[src/design/scsd_pkg.sv]
// Notes on behaviour
// - System clock runs from the internal oscillator during and after reset until changed.
// - PLL output and internal oscillator divided by four are extra clock candidates.
// - In bypass the source field picks main, internal, internal/4 or 30 kHz.
// - Only the main oscillator feeds the PLL; other sources are used whether or not bypass is set.
// - Real-time oscillator is selected by extended source 0x7, with or without bypass.
// - Override bit makes the extension fields replace the primary fields.
// - PWM clock is a synchronous division of the system clock by the PWM field.
// - Every peripheral clock comes from the system clock with its own enable.
// - System divider applies to PLL output or selected oscillator per bypass.
// - With the PLL, the VCO output is halved before the system divisor.
// - Divisor equals the system divider encoding plus one, except encoding 0, which divides by two.
// - Registers hold sleep sources, source, enables, divisors and crystal selection.
// - In deep sleep the source and divider may come from the deep-sleep register.
// - Crystal change or PLL power-up loads a 0x1200 relock counter on main ticks.
// - Enabled and selected together, the PLL is used only after relock completes.
package scsd_pkg;

	// ------------------------------------------------------------
	// Register map
	// ------------------------------------------------------------
	localparam logic [7:0] ADDR_CFG_PRIMARY = 8'h00;
	localparam logic [7:0] ADDR_CFG_EXTENSION = 8'h04;
	localparam logic [7:0] ADDR_DEEP_SLEEP_CFG = 8'h08;
	localparam logic [7:0] ADDR_PERIPH_GATE = 8'h0C;
	localparam logic [7:0] ADDR_STATUS = 8'h10;

	// ------------------------------------------------------------
	// Field positions
	// ------------------------------------------------------------
	localparam int POS_MAIN_OSC_DIS = 0;
	localparam int POS_INT_OSC_DIS = 1;
	localparam int POS_OSC_SRC = 4;
	localparam int POS_CRYSTAL = 6;
	localparam int POS_BYPASS = 11;
	localparam int POS_PLL_PWRDN = 13;
	localparam int POS_PWM_DIV = 17;
	localparam int POS_USE_PWM_DIV = 20;
	localparam int POS_USE_SYSTEM_DIVIDER_FIELD = 22;
	localparam int POS_SYSTEM_DIVIDER_FIELD = 23;
	localparam int POS_OVERRIDE = 31;
	localparam int POS_DSLP_USE = 0;

	// ------------------------------------------------------------
	// Reset values and constants
	// ------------------------------------------------------------
	localparam logic [31:0] RST_CFG_PRIMARY = 32'h07C0_2C10;
	localparam logic [31:0] RST_CFG_EXTENSION = 32'h07C0_2810;
	localparam logic [31:0] RST_DEEP_SLEEP_CFG = 32'h0780_0000;
	localparam logic [7:0] RST_PERIPH_GATE = 8'h00;
	localparam logic [12:0] RELOCK_LOAD = 13'h1200;
	localparam logic [2:0] SRC_MAIN = 3'h0;
	localparam logic [2:0] SRC_INTERNAL = 3'h1;
	localparam logic [2:0] SRC_INTERNAL_DIV4 = 3'h2;
	localparam logic [2:0] SRC_INT_30K = 3'h3;
	localparam logic [2:0] SRC_RTC = 3'h7;
	localparam logic [5:0] PLL_MIN_SYSTEM_DIVIDER_FIELD = 6'h03;

	typedef struct packed {
		logic [2:0] src;
		logic bypass;
		logic pll_pwrdn;
		logic use_system_divider_field;
		logic [5:0] system_divider_field;
	} scsd_clk_cfg_type;

	typedef enum logic [2:0] {
		PLL_OFF = 3'b001,
		PLL_RELOCK = 3'b010,
		PLL_LOCKED = 3'b100
	} scsd_pll_state_type;

endpackage

[src/design/scsd_clock_ctrl.sv]
// Implementation choices: strobed register access and the placing of the registers.
`timescale 1ns/1ps
module scsd_clock_ctrl (
	input wire logic i_core_clk,
	input wire logic i_arst_n,
	input wire logic [7:0] i_addr,
	input wire logic [31:0] i_wr_data,
	input wire logic i_wr,
	input wire logic i_rd,
	input wire logic i_deep_sleep,
	input wire logic i_main_osc_tick,
	input wire logic i_internal_osc_tick,
	input wire logic i_int_30k_tick,
	input wire logic i_rtc_osc_tick,
	input wire logic i_pll_vco_tick,
	output logic [31:0] o_rd_data,
	output logic o_system_clock_out,
	output logic o_pwm_clk_tick,
	output logic [7:0] o_periph_clk_tick,
	output logic o_main_osc_en,
	output logic o_internal_osc_en,
	output logic o_pll_power_en,
	output logic o_pll_in_use
);

	// ------------------------------------------------------------
	// Registers
	// ------------------------------------------------------------
	logic [31:0] cfg_primary_ff, nxt_cfg_primary;
	logic [31:0] cfg_extension_ff, nxt_cfg_extension;
	logic [31:0] deep_sleep_cfg_ff, nxt_deep_sleep_cfg;
	logic [7:0] periph_gate_ff, nxt_periph_gate;
	logic [31:0] rd_data_ff, nxt_rd_data;
	logic crystal_change;
	logic [31:0] status_word;

	function automatic logic [2:0] cfg_src(input logic [31:0] word, input logic wide);
		cfg_src = wide ? word[scsd_pkg::POS_OSC_SRC +: 3] : {1'b0, word[scsd_pkg::POS_OSC_SRC +: 2]};
	endfunction

	always_comb begin
		nxt_cfg_primary = cfg_primary_ff;
		nxt_cfg_extension = cfg_extension_ff;
		nxt_deep_sleep_cfg = deep_sleep_cfg_ff;
		nxt_periph_gate = periph_gate_ff;
		nxt_rd_data = 32'h0000_0000;
		crystal_change = 1'b0;
		if (i_wr && i_addr == scsd_pkg::ADDR_CFG_PRIMARY) begin
			nxt_cfg_primary = i_wr_data;
			// Rewriting the same crystal value must not restart the relock wait.
			crystal_change = i_wr_data[scsd_pkg::POS_CRYSTAL +: 5] != cfg_primary_ff[scsd_pkg::POS_CRYSTAL +: 5];
		end else if (i_wr && i_addr == scsd_pkg::ADDR_CFG_EXTENSION) begin
			nxt_cfg_extension = i_wr_data;
		end else if (i_wr && i_addr == scsd_pkg::ADDR_DEEP_SLEEP_CFG) begin
			nxt_deep_sleep_cfg = i_wr_data;
		end else if (i_wr && i_addr == scsd_pkg::ADDR_PERIPH_GATE) begin
			nxt_periph_gate = i_wr_data[7:0];
		end
		if (i_rd && i_addr == scsd_pkg::ADDR_CFG_PRIMARY) begin
			nxt_rd_data = cfg_primary_ff;
		end else if (i_rd && i_addr == scsd_pkg::ADDR_CFG_EXTENSION) begin
			nxt_rd_data = cfg_extension_ff;
		end else if (i_rd && i_addr == scsd_pkg::ADDR_DEEP_SLEEP_CFG) begin
			nxt_rd_data = deep_sleep_cfg_ff;
		end else if (i_rd && i_addr == scsd_pkg::ADDR_PERIPH_GATE) begin
			nxt_rd_data = {24'h00_0000, periph_gate_ff};
		end else if (i_rd && i_addr == scsd_pkg::ADDR_STATUS) begin
			nxt_rd_data = status_word;
		end
	end

	always_ff @(posedge i_core_clk or negedge i_arst_n) begin
		if (!i_arst_n) begin
			cfg_primary_ff <= scsd_pkg::RST_CFG_PRIMARY;
			cfg_extension_ff <= scsd_pkg::RST_CFG_EXTENSION;
			deep_sleep_cfg_ff <= scsd_pkg::RST_DEEP_SLEEP_CFG;
			periph_gate_ff <= scsd_pkg::RST_PERIPH_GATE;
			rd_data_ff <= 32'h0000_0000;
		end else begin
			cfg_primary_ff <= nxt_cfg_primary;
			cfg_extension_ff <= nxt_cfg_extension;
			deep_sleep_cfg_ff <= nxt_deep_sleep_cfg;
			periph_gate_ff <= nxt_periph_gate;
			rd_data_ff <= nxt_rd_data;
		end
	end

	assign o_rd_data = rd_data_ff;

	// ------------------------------------------------------------
	// Effective configuration
	// ------------------------------------------------------------
	scsd_pkg::scsd_clk_cfg_type eff;
	logic override;
	logic dslp_active;

	always_comb begin
		override = cfg_extension_ff[scsd_pkg::POS_OVERRIDE];
		dslp_active = i_deep_sleep && deep_sleep_cfg_ff[scsd_pkg::POS_DSLP_USE];
		eff.use_system_divider_field = cfg_primary_ff[scsd_pkg::POS_USE_SYSTEM_DIVIDER_FIELD];
		if (override) begin
			eff.src = cfg_src(cfg_extension_ff, 1'b1);
			eff.bypass = cfg_extension_ff[scsd_pkg::POS_BYPASS];
			eff.pll_pwrdn = cfg_extension_ff[scsd_pkg::POS_PLL_PWRDN];
			eff.system_divider_field = cfg_extension_ff[scsd_pkg::POS_SYSTEM_DIVIDER_FIELD +: 6];
		end else begin
			eff.src = cfg_src(cfg_primary_ff, 1'b0);
			eff.bypass = cfg_primary_ff[scsd_pkg::POS_BYPASS];
			eff.pll_pwrdn = cfg_primary_ff[scsd_pkg::POS_PLL_PWRDN];
			eff.system_divider_field = {2'b00, cfg_primary_ff[scsd_pkg::POS_SYSTEM_DIVIDER_FIELD +: 4]};
		end
		if (dslp_active) begin
			eff.src = cfg_src(deep_sleep_cfg_ff, 1'b1);
			eff.system_divider_field = deep_sleep_cfg_ff[scsd_pkg::POS_SYSTEM_DIVIDER_FIELD +: 6];
		end
	end

	// ------------------------------------------------------------
	// PLL relock tracking
	// ------------------------------------------------------------
	scsd_pkg::scsd_pll_state_type pll_state_ff, nxt_pll_state;
	logic [12:0] relock_cnt_ff, nxt_relock_cnt;

	always_comb begin
		nxt_pll_state = pll_state_ff;
		nxt_relock_cnt = relock_cnt_ff;
		case (pll_state_ff)
			scsd_pkg::PLL_OFF: begin
				if (!eff.pll_pwrdn) begin
					nxt_pll_state = scsd_pkg::PLL_RELOCK;
					nxt_relock_cnt = scsd_pkg::RELOCK_LOAD;
				end
			end
			scsd_pkg::PLL_RELOCK: begin
				if (eff.pll_pwrdn) begin
					nxt_pll_state = scsd_pkg::PLL_OFF;
				end else if (crystal_change) begin
					nxt_relock_cnt = scsd_pkg::RELOCK_LOAD;
				end else if (i_main_osc_tick && relock_cnt_ff == 13'h0000) begin
					nxt_pll_state = scsd_pkg::PLL_LOCKED;
				end else if (i_main_osc_tick) begin
					nxt_relock_cnt = relock_cnt_ff - 13'h0001;
				end
			end
			scsd_pkg::PLL_LOCKED: begin
				if (eff.pll_pwrdn) begin
					nxt_pll_state = scsd_pkg::PLL_OFF;
				end else if (crystal_change) begin
					nxt_pll_state = scsd_pkg::PLL_RELOCK;
					nxt_relock_cnt = scsd_pkg::RELOCK_LOAD;
				end
			end
			default: begin
				nxt_pll_state = scsd_pkg::PLL_OFF;
			end
		endcase
	end

	always_ff @(posedge i_core_clk or negedge i_arst_n) begin
		if (!i_arst_n) begin
			pll_state_ff <= scsd_pkg::PLL_OFF;
			relock_cnt_ff <= 13'h0000;
		end else begin
			pll_state_ff <= nxt_pll_state;
			relock_cnt_ff <= nxt_relock_cnt;
		end
	end

	// ------------------------------------------------------------
	// Source selection and dividers
	// ------------------------------------------------------------
	logic pll_path;
	logic src_tick;
	logic sys_tick;
	logic pwm_tick;
	logic [5:0] sys_tc;
	logic [5:0] pwm_tc;
	logic vco_half_ff, nxt_vco_half;
	logic [1:0] internal_osc_div_ff, nxt_internal_osc_div;
	logic [5:0] div_cnt_ff, nxt_div_cnt;
	logic [5:0] pwm_cnt_ff, nxt_pwm_cnt;
	logic sys_tick_ff, pwm_tick_ff, pll_use_ff;
	logic [7:0] periph_tick_ff;

	function automatic logic [5:0] pwm_terminal(input logic [2:0] code);
		// Codes above five saturate at the largest ratio.
		pwm_terminal = (code > 3'h5) ? 6'h3F : 6'((7'h02 << code) - 7'h01);
	endfunction

	always_comb begin
		// A PLL that is still relocking is never used; the oscillator keeps running the system.
		pll_path = !eff.bypass && eff.src == scsd_pkg::SRC_MAIN &&
			pll_state_ff == scsd_pkg::PLL_LOCKED;
		nxt_vco_half = vco_half_ff ^ i_pll_vco_tick;
		nxt_internal_osc_div = internal_osc_div_ff + {1'b0, i_internal_osc_tick};
		if (pll_path) begin
			src_tick = i_pll_vco_tick && vco_half_ff;
		end else begin
			case (eff.src)
				scsd_pkg::SRC_MAIN: src_tick = i_main_osc_tick;
				scsd_pkg::SRC_INTERNAL_DIV4: src_tick = i_internal_osc_tick && internal_osc_div_ff == 2'h3;
				scsd_pkg::SRC_INT_30K: src_tick = i_int_30k_tick;
				scsd_pkg::SRC_RTC: src_tick = i_rtc_osc_tick;
				default: src_tick = i_internal_osc_tick;
			endcase
		end
		if (pll_path || eff.use_system_divider_field) begin
			// Encoding 0 still divides by two; with the PLL codes below three are reserved.
			sys_tc = (eff.system_divider_field == 6'h00) ? 6'h01 : eff.system_divider_field;
		end else begin
			sys_tc = 6'h00;
		end
		sys_tick = src_tick && div_cnt_ff >= sys_tc;
		nxt_div_cnt = div_cnt_ff;
		if (sys_tick) begin
			nxt_div_cnt = 6'h00;
		end else if (src_tick) begin
			nxt_div_cnt = div_cnt_ff + 6'h01;
		end
		pwm_tc = cfg_primary_ff[scsd_pkg::POS_USE_PWM_DIV] ?
			pwm_terminal(cfg_primary_ff[scsd_pkg::POS_PWM_DIV +: 3]) : 6'h00;
		pwm_tick = sys_tick && pwm_cnt_ff >= pwm_tc;
		nxt_pwm_cnt = pwm_cnt_ff;
		if (pwm_tick) begin
			nxt_pwm_cnt = 6'h00;
		end else if (sys_tick) begin
			nxt_pwm_cnt = pwm_cnt_ff + 6'h01;
		end
	end

	always_ff @(posedge i_core_clk or negedge i_arst_n) begin
		if (!i_arst_n) begin
			vco_half_ff <= 1'b0;
			internal_osc_div_ff <= 2'h0;
			div_cnt_ff <= 6'h00;
			pwm_cnt_ff <= 6'h00;
			sys_tick_ff <= 1'b0;
			pwm_tick_ff <= 1'b0;
			pll_use_ff <= 1'b0;
			periph_tick_ff <= 8'h00;
		end else begin
			vco_half_ff <= nxt_vco_half;
			internal_osc_div_ff <= nxt_internal_osc_div;
			div_cnt_ff <= nxt_div_cnt;
			pwm_cnt_ff <= nxt_pwm_cnt;
			sys_tick_ff <= sys_tick;
			pwm_tick_ff <= pwm_tick;
			pll_use_ff <= pll_path;
			periph_tick_ff <= {8{sys_tick}} & periph_gate_ff;
		end
	end

	// ------------------------------------------------------------
	// Enables and status
	// ------------------------------------------------------------
	logic main_en_ff, int_en_ff, pll_en_ff;

	always_ff @(posedge i_core_clk or negedge i_arst_n) begin
		if (!i_arst_n) begin
			main_en_ff <= 1'b0;
			int_en_ff <= 1'b1;
			pll_en_ff <= 1'b0;
		end else begin
			main_en_ff <= !cfg_primary_ff[scsd_pkg::POS_MAIN_OSC_DIS];
			int_en_ff <= !cfg_primary_ff[scsd_pkg::POS_INT_OSC_DIS];
			pll_en_ff <= !eff.pll_pwrdn;
		end
	end

	assign status_word = {16'h0000, relock_cnt_ff[12:0], pll_use_ff, pll_state_ff == scsd_pkg::PLL_LOCKED, 1'b0};
	assign o_system_clock_out = sys_tick_ff;
	assign o_pwm_clk_tick = pwm_tick_ff;
	assign o_periph_clk_tick = periph_tick_ff;
	assign o_main_osc_en = main_en_ff;
	assign o_internal_osc_en = int_en_ff;
	assign o_pll_power_en = pll_en_ff;
	assign o_pll_in_use = pll_use_ff;
endmodule

[config.mk]
export PLATFORM = sky130hd
export DESIGN_NAME = scsd_clock_ctrl
export DESIGN_NICKNAME = d
export VERILOG_FILES = /design/src/design/scsd_pkg.sv /design/src/design/scsd_clock_ctrl.sv
export SDC_FILE = /design/constraint.sdc
export NUM_CORES = 1
export LEC_CHECK = 0
export BUFFER_PORTS_ARGS = -buffer_cell sky130_fd_sc_hd__buf_2
export CAP_MARGIN = 20
export CORE_MARGIN = 1.5
export CORE_UTILIZATION = 45
export DETAILED_ROUTE_END_ITERATION = 8
export HOLD_SLACK_MARGIN = 0.12
export PLACE_DENSITY = 0.74
export SLEW_MARGIN = 5
export SYNTH_ARGS = -nofsm -noshare
export SYNTH_HDL_FRONTEND = slang
export SYNTH_SLANG_ARGS = --single-unit
export TNS_END_PERCENT = 20
[constraint.sdc]
create_clock -name i_core_clk -period 3.9 [get_ports i_core_clk]
set_input_delay 0.195 -clock i_core_clk [delete_from_list [all_inputs] [get_ports i_core_clk]]
set_output_delay 0.195 -clock i_core_clk [all_outputs]
set_load 0.01 [all_outputs]
# --- Yosys cells after proc, flatten, opt, wreduce, memory -nomap -nowiden ---
# Cells that the tools add are included.
totals:
  register_bits: 181
classes:
  n_addsub: 5
  n_lt_le_gt_ge: 3
  n_eq_ne: 21
  shifts: 1
  mux: 35
  bitwise_logic: 5
  n_reduce_logical: 34
ops:
  columns: ["cell", "count"]
  rows:
  - ["two-way mux 32 bit", 3]
  - ["two-way mux 13 bit", 7]
  - ["two-way mux 6 bit", 10]
  - ["one-hot mux 13 bit (3 select lines)", 1]
  - ["two-way mux 16 bit", 2]
  - ["two-way mux 3 bit", 7]
  - ["logical AND 1 bit", 17]
  - ["== test 8 x 4 -> 1 bit (second input constant)", 2]
  - ["logical NOT 13 bit", 1]
  - ["subtractor 13 x 1 -> 13 bit (second input constant)", 1]
  - ["adder 6 x 1 -> 6 bit (second input constant)", 2]
  - ["greater-or-equal comparator 6 bit", 2]
  - ["inequality test 3 bit (second input constant)", 4]
  - ["== test 3 x 2 -> 1 bit (second input constant)", 3]
  - ["one-hot mux 3 bit (3 select lines)", 1]
  - ["bitwise AND 8 bit", 1]
  - ["== test 8 x 3 -> 1 bit (second input constant)", 1]
  - ["== test 8 x 5 -> 1 bit (second input constant)", 1]
  - ["logical NOT 8 bit", 1]
  - ["inequality test 2 bit (second input constant)", 4]
  - ["AND reduction 4 bit", 2]
  - ["AND reduction 7 bit", 1]
  - ["== test 3 bit (second input constant)", 2]
  - ["logical NOT 6 bit", 1]
  - ["other kinds (20)", 27]

# --- Logic depth before layout (Yosys ltp) ---
logic_depth:
  ltp_word: 11
  mapped_depth: 16

# --- Least setup slack after synthesis ---
# Ideal clock, no wire load.
synth_timing:
  kind: "reg2reg"
  startpoint: "register cfg_extension_ff[31]"
  endpoint: "register pwm_cnt_ff[2]"
  setup_time_ps: 120
  arrival_time_ps: 2868
  required_time_ps: 3780
  slack_ps: 912
  path_stages_with_launch: 17
  n_path_buf: 3
  period_less_slack_ps: 2988
  path_cell_list: "dfrtp_1 > buf_2 > nor3b_1 > o31ai_1 > nor3_1 > or2_2 > clkbuf_1 > o21a_1 > ha_1 > nand2b_1 > a21o_1 > a21oi_1 > o21a_1 > nor3_1 > buf_2 > a21oi_1 > a41o_1"
synth_via:
  elab_chain_cells: 11
  word_cells_on_any_way: 22
  classes_between: "1 x order compare; 3 x eq/ne; 9 x mux; 9 x reduce/logical"
synth_lines:
  columns: ["item", "line_no", "source"]
  rows:
  - ["start, declared", "scsd_clock_ctrl.sv:30", "logic [31:0] cfg_extension_ff, nxt_cfg_extension;"]
  - ["start signal, assigned", "scsd_clock_ctrl.sv:75", "cfg_extension_ff <= scsd_pkg::RST_CFG_EXTENSION;"]
  - ["start signal, assigned", "scsd_clock_ctrl.sv:81", "cfg_extension_ff <= nxt_cfg_extension;"]
  - ["two-way mux 5 bit *", "scsd_clock_ctrl.sv:101", "if (override) begin"]
  - ["two-way mux 3 bit", "scsd_clock_ctrl.sv:112", "if (dslp_active) begin"]
  - ["logical NOT 3 bit", "scsd_clock_ctrl.sv:192", "pll_path = !eff.bypass && eff.src == scsd_pkg::SRC_MAIN &&"]
  - ["logical AND 1 bit * (2 in a row)", "scsd_clock_ctrl.sv:192", null]
  - ["via pll_path", "scsd_clock_ctrl.sv:172", "logic pll_path;"]
  - ["logical OR 1 bit", "scsd_clock_ctrl.sv:207", "if (pll_path || eff.use_system_divider_field) begin"]
  - ["two-way mux 6 bit", "scsd_clock_ctrl.sv:207", null]
  - ["greater-or-equal comparator 6 bit", "scsd_clock_ctrl.sv:213", "sys_tick = src_tick && div_cnt_ff >= sys_tc;"]
  - ["logical AND 1 bit *", "scsd_clock_ctrl.sv:213", null]
  - ["logical AND 1 bit", "scsd_clock_ctrl.sv:222", "pwm_tick = sys_tick && pwm_cnt_ff >= pwm_tc;"]
  - ["two-way mux 6 bit / nonzero test 2 bit (equally long branches)", null, null]
  - ["end signal, assigned", "scsd_clock_ctrl.sv:245", "pwm_cnt_ff <= nxt_pwm_cnt;"]
  - ["end, declared", "scsd_clock_ctrl.sv:181", "logic [5:0] pwm_cnt_ff, nxt_pwm_cnt;"]
# The timed path passes the listed nets; every way through them passes the cells marked *.
# A chain may end at the register's enable or synchronous reset.

# --- Final worst setup path ---
# Same ends and word-level chain as after synthesis.

==> flow_summary.toml <==
[outcome]
status = "completed"

[worst_setup_path]
r2r_start = "cfg_extension_ff[31]$_DFFE_PN0P_"
crit_path_end = "pwm_cnt_ff[2]$_DFFE_PN0P_"
slowest_stage = "dfrtp_1"
rrSetupSlack_ns = 0.59
crit_type = "reg -> reg"
worstPathRequired_ns = 4.22
cp.depth = 13
arrival_ns = 3.62
worstPathBufferInverterCount = 1
rr_endpoint = "pwm_cnt_ff[2]$_DFFE_PN0P_"
cp-start-kind = "flop"
end_kind = "flop"
path_cells = "mux2i_1 -> a21oi_1 -> nor3_1 -> or2_2 -> o21a_1 -> ha_1 -> nand2b_1 -> a21o_1 -> a21oi_1 -> o21a_1 -> nor3_2 -> buf_4 -> a41o_1"
crit_fanout = 20
slowest_delay_ns = 0.59
critPathLaunch = "cfg_extension_ff[31]$_DFFE_PN0P_"
critPathTopFamily = "compound AO/OA/AOI/OAI gates"
ff2ff_path_depth = 13

[synth]
syn_inst = 676
synth-main-ff-cell = "dfrtp_1"
syn_avg_cell_area_um2 = 12.1
synth_edf_count = 0
ys_ff_latch = 181
ys_seq_area_share_pct = 55.5
ys_warn_count = 0
synth_nets = 744
netlist_area_um2 = 8210
synthArstFlopShare_pct = 100
synth.distinct_cells = 60

[cells_and_area]
layout_common_cells = "dfrtp_1, mux2_2, buf_2"
multi_input_area_um2 = 3450
drive_above_1_share_pct = 35.0
nFillCells = 1513
regArea_um2 = 4560
area_growth_pct = 22.1
layout_commonest_cell = "dfrtp_1"
nNetsFinal = 880
antenna_cells = 0

[die]
rows = 49
ios = 96
dieArea_um2 = 19100
coreArea_um2 = 17900
start_util_pct = 45.9
die_y_um = 138
dieWidth_um = 138

[global_route]
grt_max_degree = 83
grt_pass1_wl_mm = 31.0
grt_antenna_before_repair = 0
overflow = 0
track_usage_pct = 20.4
grt_pass1_vias = 6074

[route]
drc = 0
wl_per_cell_um = 17.9
ant_nets = 0
routed-via-count = 5957
viasPerCell = 5.65
drtIter0Drc = 487
wirelength_mm = 18.9
drt_pass1_iterations = 6

[pwr]
leakagePower_uw = 0.00495
ir_worst_vdd_mv = 0.292
power_density_nw_per_um2 = 473
report.power.total_uw = 4740

[sta]
relSlewSlack_pct = 41.5
period_minus_slack_ns = 3.31
fin_crit_sh_pct = 84.8
worst_pin_slew_ns = 0.873
drv_slew = 0
setup_viol = 0
clock_skew_ns = 0.00950
finalHoldViolCount = 0
rsz0062_at_grt = "no"
timing.fmax_mhz = 302
setup_tns_ns = 0

[clock_network]
clock_path_buffers = 2
clkTransAtPathRegs_ns = 0.07
cts_made_buffers = 17
htreeDepth = 4
numClockSinks = 181
cts-root-buf = "clkbuf_16"
cts_tree = "built"
clkLatencyLatePin_ns = 0.43

[place]
dp_hpwl_mm = 12.9
gp_congestion = 0.873
io_buffer_count = 95

[min_path]
worstHoldPathType = "in -> reg"
hold_start = "i_main_osc_tick"

[flow_run]
cap_violations = 0
[through the flow]
step / utilization (%) / instance area (um^2) / instances / hold WS, ns / worst slack, ns
after floorplan: - / 8210 / 676 / -0.101 / 0.912
after global placement: 50.4 / 9020 / 987 / 0.294 / 0.743
after detailed placement: 50.4 / 9020 / 987 / 0.296 / 0.632
after CTS: 56.0 / 10000 / 1054 / 0.225 / 0.609
after global routing: 56.0 / 10000 / 1054 / 0.274 / 0.271
final: 56.0 / 10000 / 1054 / 0.238 / 0.594
[Yosys cell counts, drive strengths merged, types with 7 or more instances]
| library cell | n | area share (%) |
|---|---|---|
| buf | 9 | 0.58 |
| and3 | 7 | 0.53 |
| xnor2 | 11 | 1.2 |
| dfstp | 23 | 7.4 |
| a22oi | 15 | 1.4 |
| mux2 | 101 | 14 |
| dfrtp | 158 | 48 |
| o21ai | 22 | 1.4 |
| and2 | 9 | 0.69 |
| nand2 | 52 | 2.4 |
| nor2 | 38 | 1.7 |
| a21oi | 23 | 1.5 |
| ha | 18 | 2.7 |
| inv | 27 | 1.2 |
| mux2i | 13 | 1.6 |
| nand3 | 16 | 0.98 |
| clkbuf | 21 | 0.96 |
| a222oi | 23 | 2.8 |
| nand2b | 10 | 0.76 |
[area by class of cell]
cell class                 count  share of cell area, %
clock buffer                  19                   4.42
clock inverter                13                   2.17
inverter                      27                   1.01
multi-input combinational    438                   34.4
sequential                   181                   45.5
tap                          229                   2.86
timing repair buffer         147                   9.70
[metal layers]
layer | share of wire, % | vias up | GRT usage [%]
met2 | 50 | 164 | 34.7
met3 | 4.8 | 25 | 4.75
met5 | 0 | - | 0
li1 | - | 2740 | -
met4 | 1.6 | 0 | 6.76
met1 | 43 | 3028 | 25.8
[flip-flops by register name, summed over array words and instances, names as in the netlist, 2 cells and up]
register and cells:
periph_gate_ff 8, div_cnt_ff 6, pwm_cnt_ff 6, deep_sleep_cfg_ff 32
relock_cnt_ff 13, o_rd_data 32, cfg_extension_ff 32, internal_osc_div_ff 2
pll_state_ff 3, cfg_primary_ff 32, o_periph_clk_tick 8
[worst reg2reg max path: cells and delay by family, from the launching register on]
kind / cells / cell delay, ns
AND/OR/NAND/NOR: 4 / 0.76
AO/OA/AOI/OAI: 6 / 1.10
buffers and inverters: 1 / 0.20
flip-flops: 1 / 0.59
adder cells (fa/ha/maj): 1 / 0.22
multiplexers: 1 / 0.33
[cells by family after synthesis]
kind of cell               share of synthesized area, %
AOI/OAI and AO/OA                                  12.0
xor gates and xnor gates                           1.49
adders and majority gates                          2.74
buffers and inverters                              2.77
DFF                                                55.5
muxes                                              15.4
and+or+nand+nor                                    10.0
[repair_timing]
action                     CTS  global route
hold buffers                35             0
hold endpoints to repair   183             0
gates resized for setup      0             0
setup endpoints to repair    0             0
buffers inserted             0             0
[how the worst min path moves through the flow]
stage	depth (start not counted)	endpoint	slack (ns)
floorplan	0	cfg_extension_ff[0]$_DFFE_PN0P_	-0.10
global placement	1	deep_sleep_cfg_ff[16]$_DFFE_PN0P_	0.29
detailed placement	1	deep_sleep_cfg_ff[16]$_DFFE_PN0P_	0.30
CTS	4	pll_state_ff[2]$_DFFE_PN0P_	0.22
global route	4	pll_state_ff[2]$_DFFE_PN0P_	0.27
finish	4	pll_state_ff[2]$_DFFE_PN0P_	0.24
[power by group]
group	internal [uW]	switching [uW]
Sequential	2020	120
Combinational	309	383
Clock	1170	742
Total	3500	1240
(Power assumes the default switching activity.)
